[src/epo_pkg.sv]
// Constants and carrier types for the energy pulse output select block.
// Assumes a single 125 MHz clock; all inputs come from logic on that clock.
package epo_pkg;
	// Clock and timing
	localparam int CLK_NS     = 8;
	localparam int PULSE_NS   = 80;
	localparam int PULSE_CYC  = (PULSE_NS + CLK_NS - 1) / CLK_NS;
	localparam int SAMPLE_DIV = 125;
	localparam int DIV_W      = 8;
	localparam int WCNT_W     = 8;

	// Power widths
	localparam int P_W = 24;
	localparam int S_W = P_W + 2;

	// Configuration word layout
	localparam int CFG_W   = 16;
	localparam int SEL_LSB = 6;
	localparam int DIS_BIT = 9;
	localparam int INC_LSB = 6;

	// Source selector codes
	localparam logic [2:0] SEL_APPARENT = 3'h2;
	localparam logic [2:0] SEL_FACT     = 3'h3;
	localparam logic [2:0] SEL_FREACT   = 3'h4;

	// Reset values
	localparam logic [2:0] SEL_RST = SEL_APPARENT;
	localparam logic       DIS_RST = 1'h1;
	localparam logic [2:0] INC_RST = 3'h7;

	typedef struct packed {
		logic       dis;
		logic [2:0] sel;
		logic [2:0] inc;
	} epo_cfg_s;

	typedef struct packed {
		logic signed [P_W-1:0] a;
		logic signed [P_W-1:0] b;
		logic signed [P_W-1:0] c;
	} epo_phase_s;
endpackage

[src/epo_dfc.sv]
// Digital-to-frequency converter: accumulates a magnitude per sample and
// emits a fixed-width pulse each time the accumulator passes a threshold.
// Assumes ACC_W is wide enough to hold THRESH plus one full-scale magnitude.
`timescale 1ns/10ps
module epo_dfc #(
	parameter int               MAG_W  = 26,
	parameter int               ACC_W  = 32,
	parameter logic [ACC_W-1:0] THRESH = 32'h0100_0000
) (
	input  wire logic             mclk,
	input  wire logic             srst,
	input  wire logic             sample_en,
	input  wire logic [MAG_W-1:0] mag,
	output logic                  pulse
);
	typedef struct packed {
		logic [ACC_W-1:0]          acc;
		logic [epo_pkg::WCNT_W-1:0] wcnt;
		logic                      pulse;
	} epo_dfc_s;

	epo_dfc_s s_r;
	epo_dfc_s s_nxt;
	logic [ACC_W:0] sum;

	always_comb begin
		s_nxt = s_r;
		sum   = {1'h0, s_r.acc} + (ACC_W + 1)'(mag);
		if (s_r.pulse) begin
			if (s_r.wcnt == '0)
				s_nxt.pulse = 1'h0;
			else
				s_nxt.wcnt = s_r.wcnt - 1'h1;
		end
		if (sample_en) begin
			if (sum >= {1'h0, THRESH}) begin
				s_nxt.acc   = ACC_W'(sum - {1'h0, THRESH});
				s_nxt.pulse = 1'h1;
				s_nxt.wcnt  = epo_pkg::WCNT_W'(epo_pkg::PULSE_CYC - 1);
			end else begin
				s_nxt.acc = sum[ACC_W-1:0];
			end
		end
	end

	always_ff @(posedge mclk) begin
		if (srst)
			s_r <= '0;
		else
			s_r <= s_nxt;
	end

	assign pulse = s_r.pulse;
endmodule

[src/epo_top.sv]
// Pulse output configuration: source selection and phase summing for the
// third pulse output, pin gating for the first pulse output.
// Assumes config writes and power samples arrive on mclk, already in domain.
`timescale 1ns/10ps
// What this block does
// - Codes 010, 011, 100 feed the third output from apparent, fund active, fund reactive sums.
// - The sum only includes phases whose bit is set in bits 8:6 of the computation mode word.
// - On variants without fundamental measurement, a fundamental selector code has no effect.
// - With the first output disable bit at 1 the first pulse pin stays inactive.
// - The first output converter keeps running while its pin is disabled.
// - The disable bit is bit 9 and resets to 1; the selector resets to 010.
// - Reserved selector codes 101 to 111 produce no signal on the third pulse output.
// - With the disable bit at 0 the converter pulses reach the first pulse pin.
module epo_top #(
	parameter bit                 HAS_FUND = 1'h1,
	parameter logic [31:0]        THRESH1  = 32'h0100_0000,
	parameter logic [31:0]        THRESH3  = 32'h0100_0000
) (
	input  wire logic                           mclk,
	input  wire logic                           srst,
	input  wire logic                           pulse_cfg_wr,
	input  wire logic [epo_pkg::CFG_W-1:0]      pulse_cfg_word,
	input  wire logic                           comp_mode_wr,
	input  wire logic [epo_pkg::CFG_W-1:0]      computation_mode_register,
	input  wire logic signed [epo_pkg::S_W-1:0] pulse1_power,
	input  wire epo_pkg::epo_phase_s            apparent_power,
	input  wire epo_pkg::epo_phase_s            fund_active_power,
	input  wire epo_pkg::epo_phase_s            fund_reactive_power,
	output logic                                pulse_output_one,
	output logic                                pulse_output_three,
	output epo_pkg::epo_cfg_s                   cfg_status
);
	localparam int S_W   = epo_pkg::S_W;
	localparam int ACC_W = $bits(THRESH1);

	typedef struct packed {
		epo_pkg::epo_cfg_s         cfg;
		logic [epo_pkg::DIV_W-1:0] div;
		logic                      sample_en;
		logic                      out1;
		logic                      out3;
	} epo_state_s;

	epo_state_s             s_r;
	epo_state_s             s_nxt;
	logic signed [S_W-1:0]  app_sum;
	logic signed [S_W-1:0]  fact_sum;
	logic signed [S_W-1:0]  freact_sum;
	logic signed [S_W-1:0]  p3_sum;
	logic                   p3_live;
	logic [S_W-1:0]         p1_mag;
	logic [S_W-1:0]         p3_mag;
	logic                   dfc1_pulse;
	logic                   dfc3_pulse;
	logic [2:0]             wr_sel;
	logic                   wr_fund;

	function automatic logic signed [S_W-1:0] sum3(input epo_pkg::epo_phase_s p,
		input logic [2:0] inc);
		logic signed [S_W-1:0] acc;
		acc = '0;
		if (inc[0])
			acc = acc + S_W'(p.a);
		if (inc[1])
			acc = acc + S_W'(p.b);
		if (inc[2])
			acc = acc + S_W'(p.c);
		return acc;
	endfunction

	function automatic logic [S_W-1:0] mag_of(input logic signed [S_W-1:0] v);
		return v[S_W-1] ? S_W'(-v) : S_W'(v);
	endfunction

	always_comb begin
		app_sum    = sum3(apparent_power, s_r.cfg.inc);
		fact_sum   = sum3(fund_active_power, s_r.cfg.inc);
		freact_sum = sum3(fund_reactive_power, s_r.cfg.inc);
		p3_live    = 1'h1;
		unique case (s_r.cfg.sel)
			epo_pkg::SEL_APPARENT: p3_sum = app_sum;
			epo_pkg::SEL_FACT:     p3_sum = fact_sum;
			epo_pkg::SEL_FREACT:   p3_sum = freact_sum;
			default: begin
				// Reserved and unsupported codes starve the converter
				p3_sum  = '0;
				p3_live = 1'h0;
			end
		endcase
		p3_mag = mag_of(p3_sum);
		// Not gated by the disable bit, so the count keeps its phase
		p1_mag = mag_of(pulse1_power);
	end

	always_comb begin
		s_nxt   = s_r;
		wr_sel  = pulse_cfg_word[epo_pkg::SEL_LSB +: 3];
		wr_fund = (wr_sel == epo_pkg::SEL_FACT) || (wr_sel == epo_pkg::SEL_FREACT);
		if (pulse_cfg_wr) begin
			s_nxt.cfg.dis = pulse_cfg_word[epo_pkg::DIS_BIT];
			// Fundamental codes are dropped on parts without that path
			if (HAS_FUND || !wr_fund)
				s_nxt.cfg.sel = wr_sel;
		end
		if (comp_mode_wr)
			s_nxt.cfg.inc = computation_mode_register[epo_pkg::INC_LSB +: 3];
		if (s_r.div == epo_pkg::DIV_W'(epo_pkg::SAMPLE_DIV - 1)) begin
			s_nxt.div       = '0;
			s_nxt.sample_en = 1'h1;
		end else begin
			s_nxt.div       = s_r.div + 1'h1;
			s_nxt.sample_en = 1'h0;
		end
		s_nxt.out1 = dfc1_pulse & ~s_r.cfg.dis;
		s_nxt.out3 = dfc3_pulse & p3_live;
	end

	always_ff @(posedge mclk) begin
		if (srst) begin
			s_r         <= '0;
			s_r.cfg.dis <= epo_pkg::DIS_RST;
			s_r.cfg.sel <= epo_pkg::SEL_RST;
			s_r.cfg.inc <= epo_pkg::INC_RST;
		end else begin
			s_r <= s_nxt;
		end
	end

	epo_dfc #(
		.MAG_W  (S_W),
		.ACC_W  (ACC_W),
		.THRESH (THRESH1)
	) u_dfc1 (
		.mclk      (mclk),
		.srst      (srst),
		.sample_en (s_r.sample_en),
		.mag       (p1_mag),
		.pulse     (dfc1_pulse)
	);

	epo_dfc #(
		.MAG_W  (S_W),
		.ACC_W  (ACC_W),
		.THRESH (THRESH3)
	) u_dfc3 (
		.mclk      (mclk),
		.srst      (srst),
		.sample_en (s_r.sample_en),
		.mag       (p3_mag),
		.pulse     (dfc3_pulse)
	);

	assign pulse_output_one   = s_r.out1;
	assign pulse_output_three = s_r.out3;
	assign cfg_status         = s_r.cfg;

	property p_reset_values;
		@(posedge mclk) srst |=> (cfg_status.dis == epo_pkg::DIS_RST)
			&& (cfg_status.sel == epo_pkg::SEL_RST);
	endproperty
	a_reset_values: assert property (p_reset_values) else $error("bad reset config");

	property p_out1_off;
		@(posedge mclk) disable iff (srst) s_r.cfg.dis |=> !pulse_output_one;
	endproperty
	a_out1_off: assert property (p_out1_off) else $error("pulse one active while off");

	property p_out1_on;
		@(posedge mclk) disable iff (srst)
			!s_r.cfg.dis |=> (pulse_output_one == $past(dfc1_pulse));
	endproperty
	a_out1_on: assert property (p_out1_on) else $error("pulse one not passed");

	property p_dfc_runs;
		@(posedge mclk) disable iff (srst)
			s_r.cfg.dis && s_r.sample_en && (ACC_W'(p1_mag) >= THRESH1) |-> ##[1:2] dfc1_pulse;
	endproperty
	a_dfc_runs: assert property (p_dfc_runs) else $error("converter stopped");

	property p_reserved;
		@(posedge mclk) disable iff (srst)
			(s_r.cfg.sel > epo_pkg::SEL_FREACT) [*2] |-> !pulse_output_three;
	endproperty
	a_reserved: assert property (p_reserved) else $error("reserved code drives out3");

	property p_select;
		@(posedge mclk) disable iff (srst)
			(s_r.cfg.sel == epo_pkg::SEL_FACT) |-> (p3_mag == mag_of(fact_sum))
				&& p3_live ##1 (pulse_output_three == $past(dfc3_pulse));
	endproperty
	a_select: assert property (p_select) else $error("wrong source for out3");

	property p_no_phase;
		@(posedge mclk) disable iff (srst)
			$past(comp_mode_wr)
				&& ($past(computation_mode_register[epo_pkg::INC_LSB +: 3]) == 3'h0)
				|-> (app_sum == '0) && (freact_sum == '0);
	endproperty
	a_no_phase: assert property (p_no_phase) else $error("excluded phase summed");

	property p_fund_blocked;
		@(posedge mclk) disable iff (srst)
			!HAS_FUND && pulse_cfg_wr && wr_fund |=> (cfg_status.sel == $past(s_r.cfg.sel));
	endproperty
	a_fund_blocked: assert property (p_fund_blocked) else $error("fund code taken");

	c_out1: cover property (@(posedge mclk) disable iff (srst) $rose(pulse_output_one));
	c_out3: cover property (@(posedge mclk) disable iff (srst) $rose(pulse_output_three));
	c_gated: cover property (@(posedge mclk) disable iff (srst) s_r.cfg.dis && dfc1_pulse);
	c_resv: cover property (@(posedge mclk) disable iff (srst) s_r.cfg.sel == 3'h5);
endmodule

[config.mk]
export PLATFORM = sky130hd
export DESIGN_NAME = epo_top
export DESIGN_NICKNAME = d
export VERILOG_FILES = /design/src/epo_pkg.sv /design/src/epo_dfc.sv /design/src/epo_top.sv
export SDC_FILE = /design/constraint.sdc
export NUM_CORES = 1
export LEC_CHECK = 0
export BUFFER_PORTS_ARGS = -buffer_cell sky130_fd_sc_hd__buf_2
export CAP_MARGIN = 20
export CORE_MARGIN = 4
export CORE_UTILIZATION = 30
export DETAILED_ROUTE_END_ITERATION = 6
export HOLD_SLACK_MARGIN = 0.1
export PLACE_DENSITY = 0.54
export SYNTH_ARGS = -nofsm -noshare
export SYNTH_HDL_FRONTEND = slang
export SYNTH_SLANG_ARGS = --single-unit
[constraint.sdc]
create_clock -name mclk -period 10.8 [get_ports mclk]
set_clock_uncertainty 0.05 [all_clocks]
set_input_delay 1.62 -clock mclk [delete_from_list [all_inputs] [get_ports mclk]]
set_output_delay 1.62 -clock mclk [all_outputs]
set_load 0.05 [all_outputs]
Yosys cells after proc, flatten, opt, wreduce, memory -nomap -nowiden --
Cells that the tools add are included.
Operators by class: eq/ne operators 4, mux-type cells 26, magnitude comparators 2, bitwise operators 3, add/subtract/negate cells 15, reduce and logical (&&, ||, !) cells 4
Operators by type and width (count):
- 26-bit two-way mux | 11
- 26-bit by 24-bit adder with 26-bit output | 6
- 26-bit one-hot mux with 3 select lines | 1
- 32-bit by 26-bit adder with 33-bit output | 2
- 33-bit by 25-bit greater-or-equal comparator with 1-bit output (second input constant) | 2
- 32-bit two-way mux | 2
- 32-bit by 25-bit subtractor with 32-bit output (second input constant) | 2
- 9-bit two-way mux | 6
- 26-bit negation | 2
- 8-bit logical NOT | 2
- 8-bit two-way mux | 2
- 8-bit by 1-bit subtractor with 8-bit output (second input constant) | 2
- 8-bit by 1-bit adder with 8-bit output (second input constant) | 1
- 8-bit by 7-bit equality test with 1-bit output (second input constant) | 1
- 3-bit by 2-bit equality test with 1-bit output (second input constant) | 2
- 1-bit two-way mux | 4
- 3-bit equality test (second input constant) | 1
- 3-bit OR reduction | 1
- 1-bit bitwise AND | 2
- 2-bit OR reduction | 1
- 1-bit NOT | 1
Word-level totals: logic and storage cells 67, output and inout port bits 9, input port bits 278, register bits after elaboration 100

Logic depth before layout (Yosys ltp) --
depth in word-level cells 12, gate-level depth with buffers 53

Hierarchy --
From an unflattened synthesis, not the netlist that was laid out.
Second synthesis, totals: cell total of the unflattened synthesis 2985, area total of the unflattened synthesis 21305.4 sq um
Modules (own cells, without submodules):
- epo_top | area each 14423.8 sq um, instances 1, cells each 2147, sequential area each 360.3 sq um
- epo_dfc (u_dfc1) | area each 3633.5 sq um, instances 1, cells each 434, sequential area each 820.8 sq um
- epo_dfc (u_dfc3) | area each 3248.1 sq um, instances 1, cells each 404, sequential area each 820.8 sq um

Worst setup path after synthesis --
No wires, ideal clock.
path type input to register, start point in fund_active_power[48] (netlist name), end point reg u_dfc3.s_r[37] (netlist name), setup slack 0.001 ns, data required time 10.628 ns, arrival 10.627 ns, stages 43, cells stage by stage nand2_1 -> inv_1 -> ha_1 -> fa_1 -> maj3_1 -> a31o_2 -> a21oi_1 -> a21oi_1 -> o21ai_0 -> nor3b_1 -> xnor2_1 -> ha_1 -> buf_2 -> a211oi_1 -> o21bai_1 -> and3b_1 -> or4_1 -> a21oi_1 -> [7 not listed] -> xnor2_1 -> ha_1 -> buf_2 -> and4_1 -> and2_1 -> nand2_1 -> o311a_4 -> o21ba_2 -> xnor2_1 -> ha_1 -> nand4_1 -> nor4b_1 -> nand4b_1 -> or4_4 -> nand4_4 -> nand4_1 -> and4_1 -> a311o_1
On the way: cells in the longest elaborated chain, start to end 11, elaborated cells between the ends (all ways) 12
RTL lines:
- start: declaration | RTL line epo_top.sv:27 | input wire epo_pkg::epo_phase_s fund_active_power,
- 26-bit two-way mux (*) | RTL line epo_top.sv:62 | if (inc[0])
- 26-bit by 24-bit adder with 26-bit output | RTL line epo_top.sv:65 | acc = acc + S_W'(p.b);
- 26-bit two-way mux (*) | RTL line epo_top.sv:64 | if (inc[1])
- 26-bit by 24-bit adder with 26-bit output | RTL line epo_top.sv:67 | acc = acc + S_W'(p.c);
- 26-bit two-way mux (*) | RTL line epo_top.sv:66 | if (inc[2])
- 26-bit one-hot mux with 3 select lines (*) | RTL line epo_top.sv:80 | unique case (s_r.cfg.sel)
- 26-bit negation | RTL line epo_top.sv:72 | return v[S_W-1] ? S_W'(-v) : S_W'(v);
- 26-bit two-way mux (*) | RTL line epo_top.sv:72
- 32-bit by 26-bit adder with 33-bit output (*) | RTL line epo_dfc.sv:28 | sum = {1'h0, s_r.acc} + (ACC_W + 1)'(mag);
- 32-bit by 25-bit subtractor with 32-bit output or 33-bit by 25-bit greater-or-equal comparator with 1-bit output (tied branches) | RTL line epo_dfc.sv:37, epo_dfc.sv:36
- 32-bit two-way mux (*) | RTL line epo_dfc.sv:36 | if (sum >= {1'h0, THRESH}) begin
- end signal: assignment | RTL line epo_dfc.sv:50 | s_r <= s_nxt;
- end: declaration | RTL line epo_dfc.sv:22 | epo_dfc_s s_r;
Mark *: on every way between the ends. The rest lies on a longest branch, timed or not. A chain may end at the register's enable or synchronous reset.

Worst setup path in the final report --
start point in fund_active_power[48] (netlist name), end point reg u_dfc3.s_r[38] (netlist name)
The elaborated chain is that of the path after synthesis.

==> results.md <==
* Die area at between 70000 and 80000 µm²
* First-pass GRT wire length at 126000 µm
* Hold Fails Final Rpt at 0
* Post-synth EDFFs at 0
* Mapped Area at 20100 µm²
* Mux share of post-synthesis cell area at 4.43%
* Routed vias/inst at between 5 and 6
* Final worst path period share at 98.0%
* Primary FF master, synth: dfxtp_1
* Worst VDD drop at 0.0800 mV
* Hold Crit Class: reg -> reg
* Critical Path Slowest Stage Cell: or4_4
* Power Density at about 130 nW/µm²
* Reg clk slew, reported paths at 0.08 ns
* Total CTS buffers at 9
* Synth Area in XOR/XNOR at 9.76%
* Register area share after synthesis at 9.96%
* Final min period at about 11 ns
* Number of global-route vias before repair at between 20k and 25k
* Design area at 27700 µm²
* DR pass1 iterations at 6
* Setup Viol. Count Final at 0
* Clock Latency Late Sink at 0.36 ns
* CTS Sinks at 100
* Number of max-cap violations at 0
* Initial Util at 30.4%
* Final ANT Viol Nets at 0
* Die Y at 267 µm
* Async SR Flop Fraction at 0%
* Post-synth top area share at 12.3%
* DRC errors left at 0
* Tot GR Track Use at ~22%
* Vias at 24.3k
* Most common cell in the netlist: nand2_1
* Compound-cell area share of the yosys netlist at between 30% and 40%
* Leading cell types by count after synthesis: nand2_1 (275), nor2_1 (265), a21oi_1 (240)
* Post-synth top area cell: ha_1
* WP data required at 11.00 ns
* WHS at 0.429 ns
* Yosys cell types at 97
* Status: finished clean
* RSZ-0062 raised after global routing: true
* CP Max Fanout at 7
* Max-slew headroom at 32.7%
* Post-layout net count at 4091
* IO Count at 287
* I/O Buffers at 261
* CP Capture Type: flip-flop
* WP data arrival at approximately 11 ns
* CP startpoint kind: input port
* RePlAce Congestion at 0.966
* DRT iter0 DRCs at 1700
* Detailed Place HPWL at 67600 µm
* Worst slew pin tran at 1.01 ns
* Area growth syn-to-layout at 37.9%
* Gate Count Post-Synth at 2866
* Leak Pwr at 12.6 nW
* Final wirelength at between 80000 and 90000 µm
* Post-Synth Adder-Cell Area at 13.5%
* Area contributors post-synth: ha_1 (12%), dfxtp_1 (10%), xnor2_1 (6.4%)
* Die width at 267 µm
* Clock tree from TritonCTS: yes
* Largest net degree at the start of global routing at 72
* Delay of the slowest critical-path stage at 0.53 ns
* Post-synthesis area per instance at 7.01 µm²
* CTS root buffer: clkbuf_16
* Cts hold-fix bufs at 0
* CTS max path bufs at 2
* Synth Register Bits at 100
* Routed len/inst at 18.5 µm
* Layout cells sized above 1 at 30.2%
* YS warnings at 0
* Fmax at 94.5 MHz
* Slew Limit Fails at 0
* Post-Synth Simple-Gate Area at between 20 and 30%
* Initial antenna violation count at 8
* H-tree levels at 3
* GR Overflow Total at 0
* Critical path class: in -> reg
* Largest family of logic cells by synthesized area: compound AO/OA/AOI/OAI gates
* Post-Synthesis Net Count at 3350
* Core area at 66100 µm²
* Cell Area, Placed at 26300 µm²
* Rows at 94
==> power by group <==
group          total, mW  internal, mW  leakage [nW]  switching, mW
clock              0.339         0.165         0.145          0.174
sequential         0.377         0.371         0.808        0.00635
combinational       2.90          1.43          11.6           1.47
==> final cells by class <==
| cell class | count | area (µm²) |
|---|---|---|
| clock buffer | 9 | 225 |
| fill | 6977 | 38400 |
| sequential | 100 | 2010 |
| tap | 864 | 1080 |
| antenna | 1 | 2.50 |
| timing repair buffer | 879 | 6010 |
| multi-input combinational | 2523 | 18000 |
| clock inverter | 7 | 75.1 |
| inverter | 94 | 353 |
==> state kept, by name, summed over array words and instances (netlist names) <==
signal	flops
s_r	9
u_dfc3.s_r	40
pulse_output_three	1
u_dfc3.pulse	1
pulse_output_one	1
u_dfc1.pulse	1
cfg_status	7
u_dfc1.s_r	40
==> stage by stage <==
| stage | worst slack (ns) | TNS (ns) | utilization [%] | total power [mW] | instances |
|---|---|---|---|---|---|
| 6_report | 0.215 | 0 | 41.9 | 3.61 | 4477 |
| 5_1_grt | -0.280 | -2.32 | 41.9 | 3.90 | 4476 |
| 4_1_cts | 0.00625 | 0 | 40.6 | 3.45 | 4453 |
| 3_5_place_dp | -1.02 | -14.60 | 39.9 | 3.06 | 4433 |
| 3_3_place_gp | -0.969 | -14.03 | 39.9 | 3.06 | 4433 |
| 2_1_floorplan | 0.00123 | 0 | - | 1.87 | 2866 |
==> cells by family after synthesis <==
group	after synthesis
muxes	86
DFF	100
AOI/OAI and AO/OA	953
and+or+nand+nor	1047
buffers and inverters	243
adders and majority gates	213
xor gates and xnor gates	224
==> path summary, 6_finish.rpt <==
kind	start	end	slack (ns)	cells after the start
max	fund_active_power[48]	u_dfc3.s_r[38]	0.22	43
min	u_dfc3.s_r[34]	u_dfc3.s_r[34]	0.43	2
max reg2reg	cfg_status[0]	u_dfc3.s_r[36]	1.03	44
min reg2reg	u_dfc3.s_r[34]	u_dfc3.s_r[34]	0.43	2
==> cells in the final DEF, fill, tap and decap left out, drive strengths merged, types with 46 or more instances in the layout <==
cell    count
ha        198
buf       879
xnor2     147
o21a       46
and3       56
a211oi     52
o211ai     47
dfxtp     100
a21o       69
and2       63
mux2i      63
xor2       77
inv        98
a21oi     240
nor2      267
nand3      88
nor3       57
nand2     275
o21ai     185
==> layer usage <==
metal	share of wire (%)	routed length (µm)	global-route usage (%)
met2	48	40000	39.4
met5	0.058	48	0
met4	3.6	2960	6.67
met3	5.0	4150	1.63
met1	43	35500	28.3
==> worst max-delay path: cells and delay by family <==
kind	cells	cell delay, ns
AOI/OAI and AO/OA	19	3.79
xor gates and xnor gates	3	0.47
adders and majority gates	6	1.82
buffers and inverters	6	0.78
muxes	2	0.68
and+or+nand+nor	7	1.60
==> repair_timing <==
| item | 4_1_cts | 5_1_grt |
|---|---|---|
| gates cloned | 0 | 0 |
| gates resized for setup | 46 | 152 |
| setup buffers | 4 | 26 |
| setup endpoints to repair | 17 | 17 |
| pin swaps | 14 | 102 |
Power figures use the tool's default switching activity.
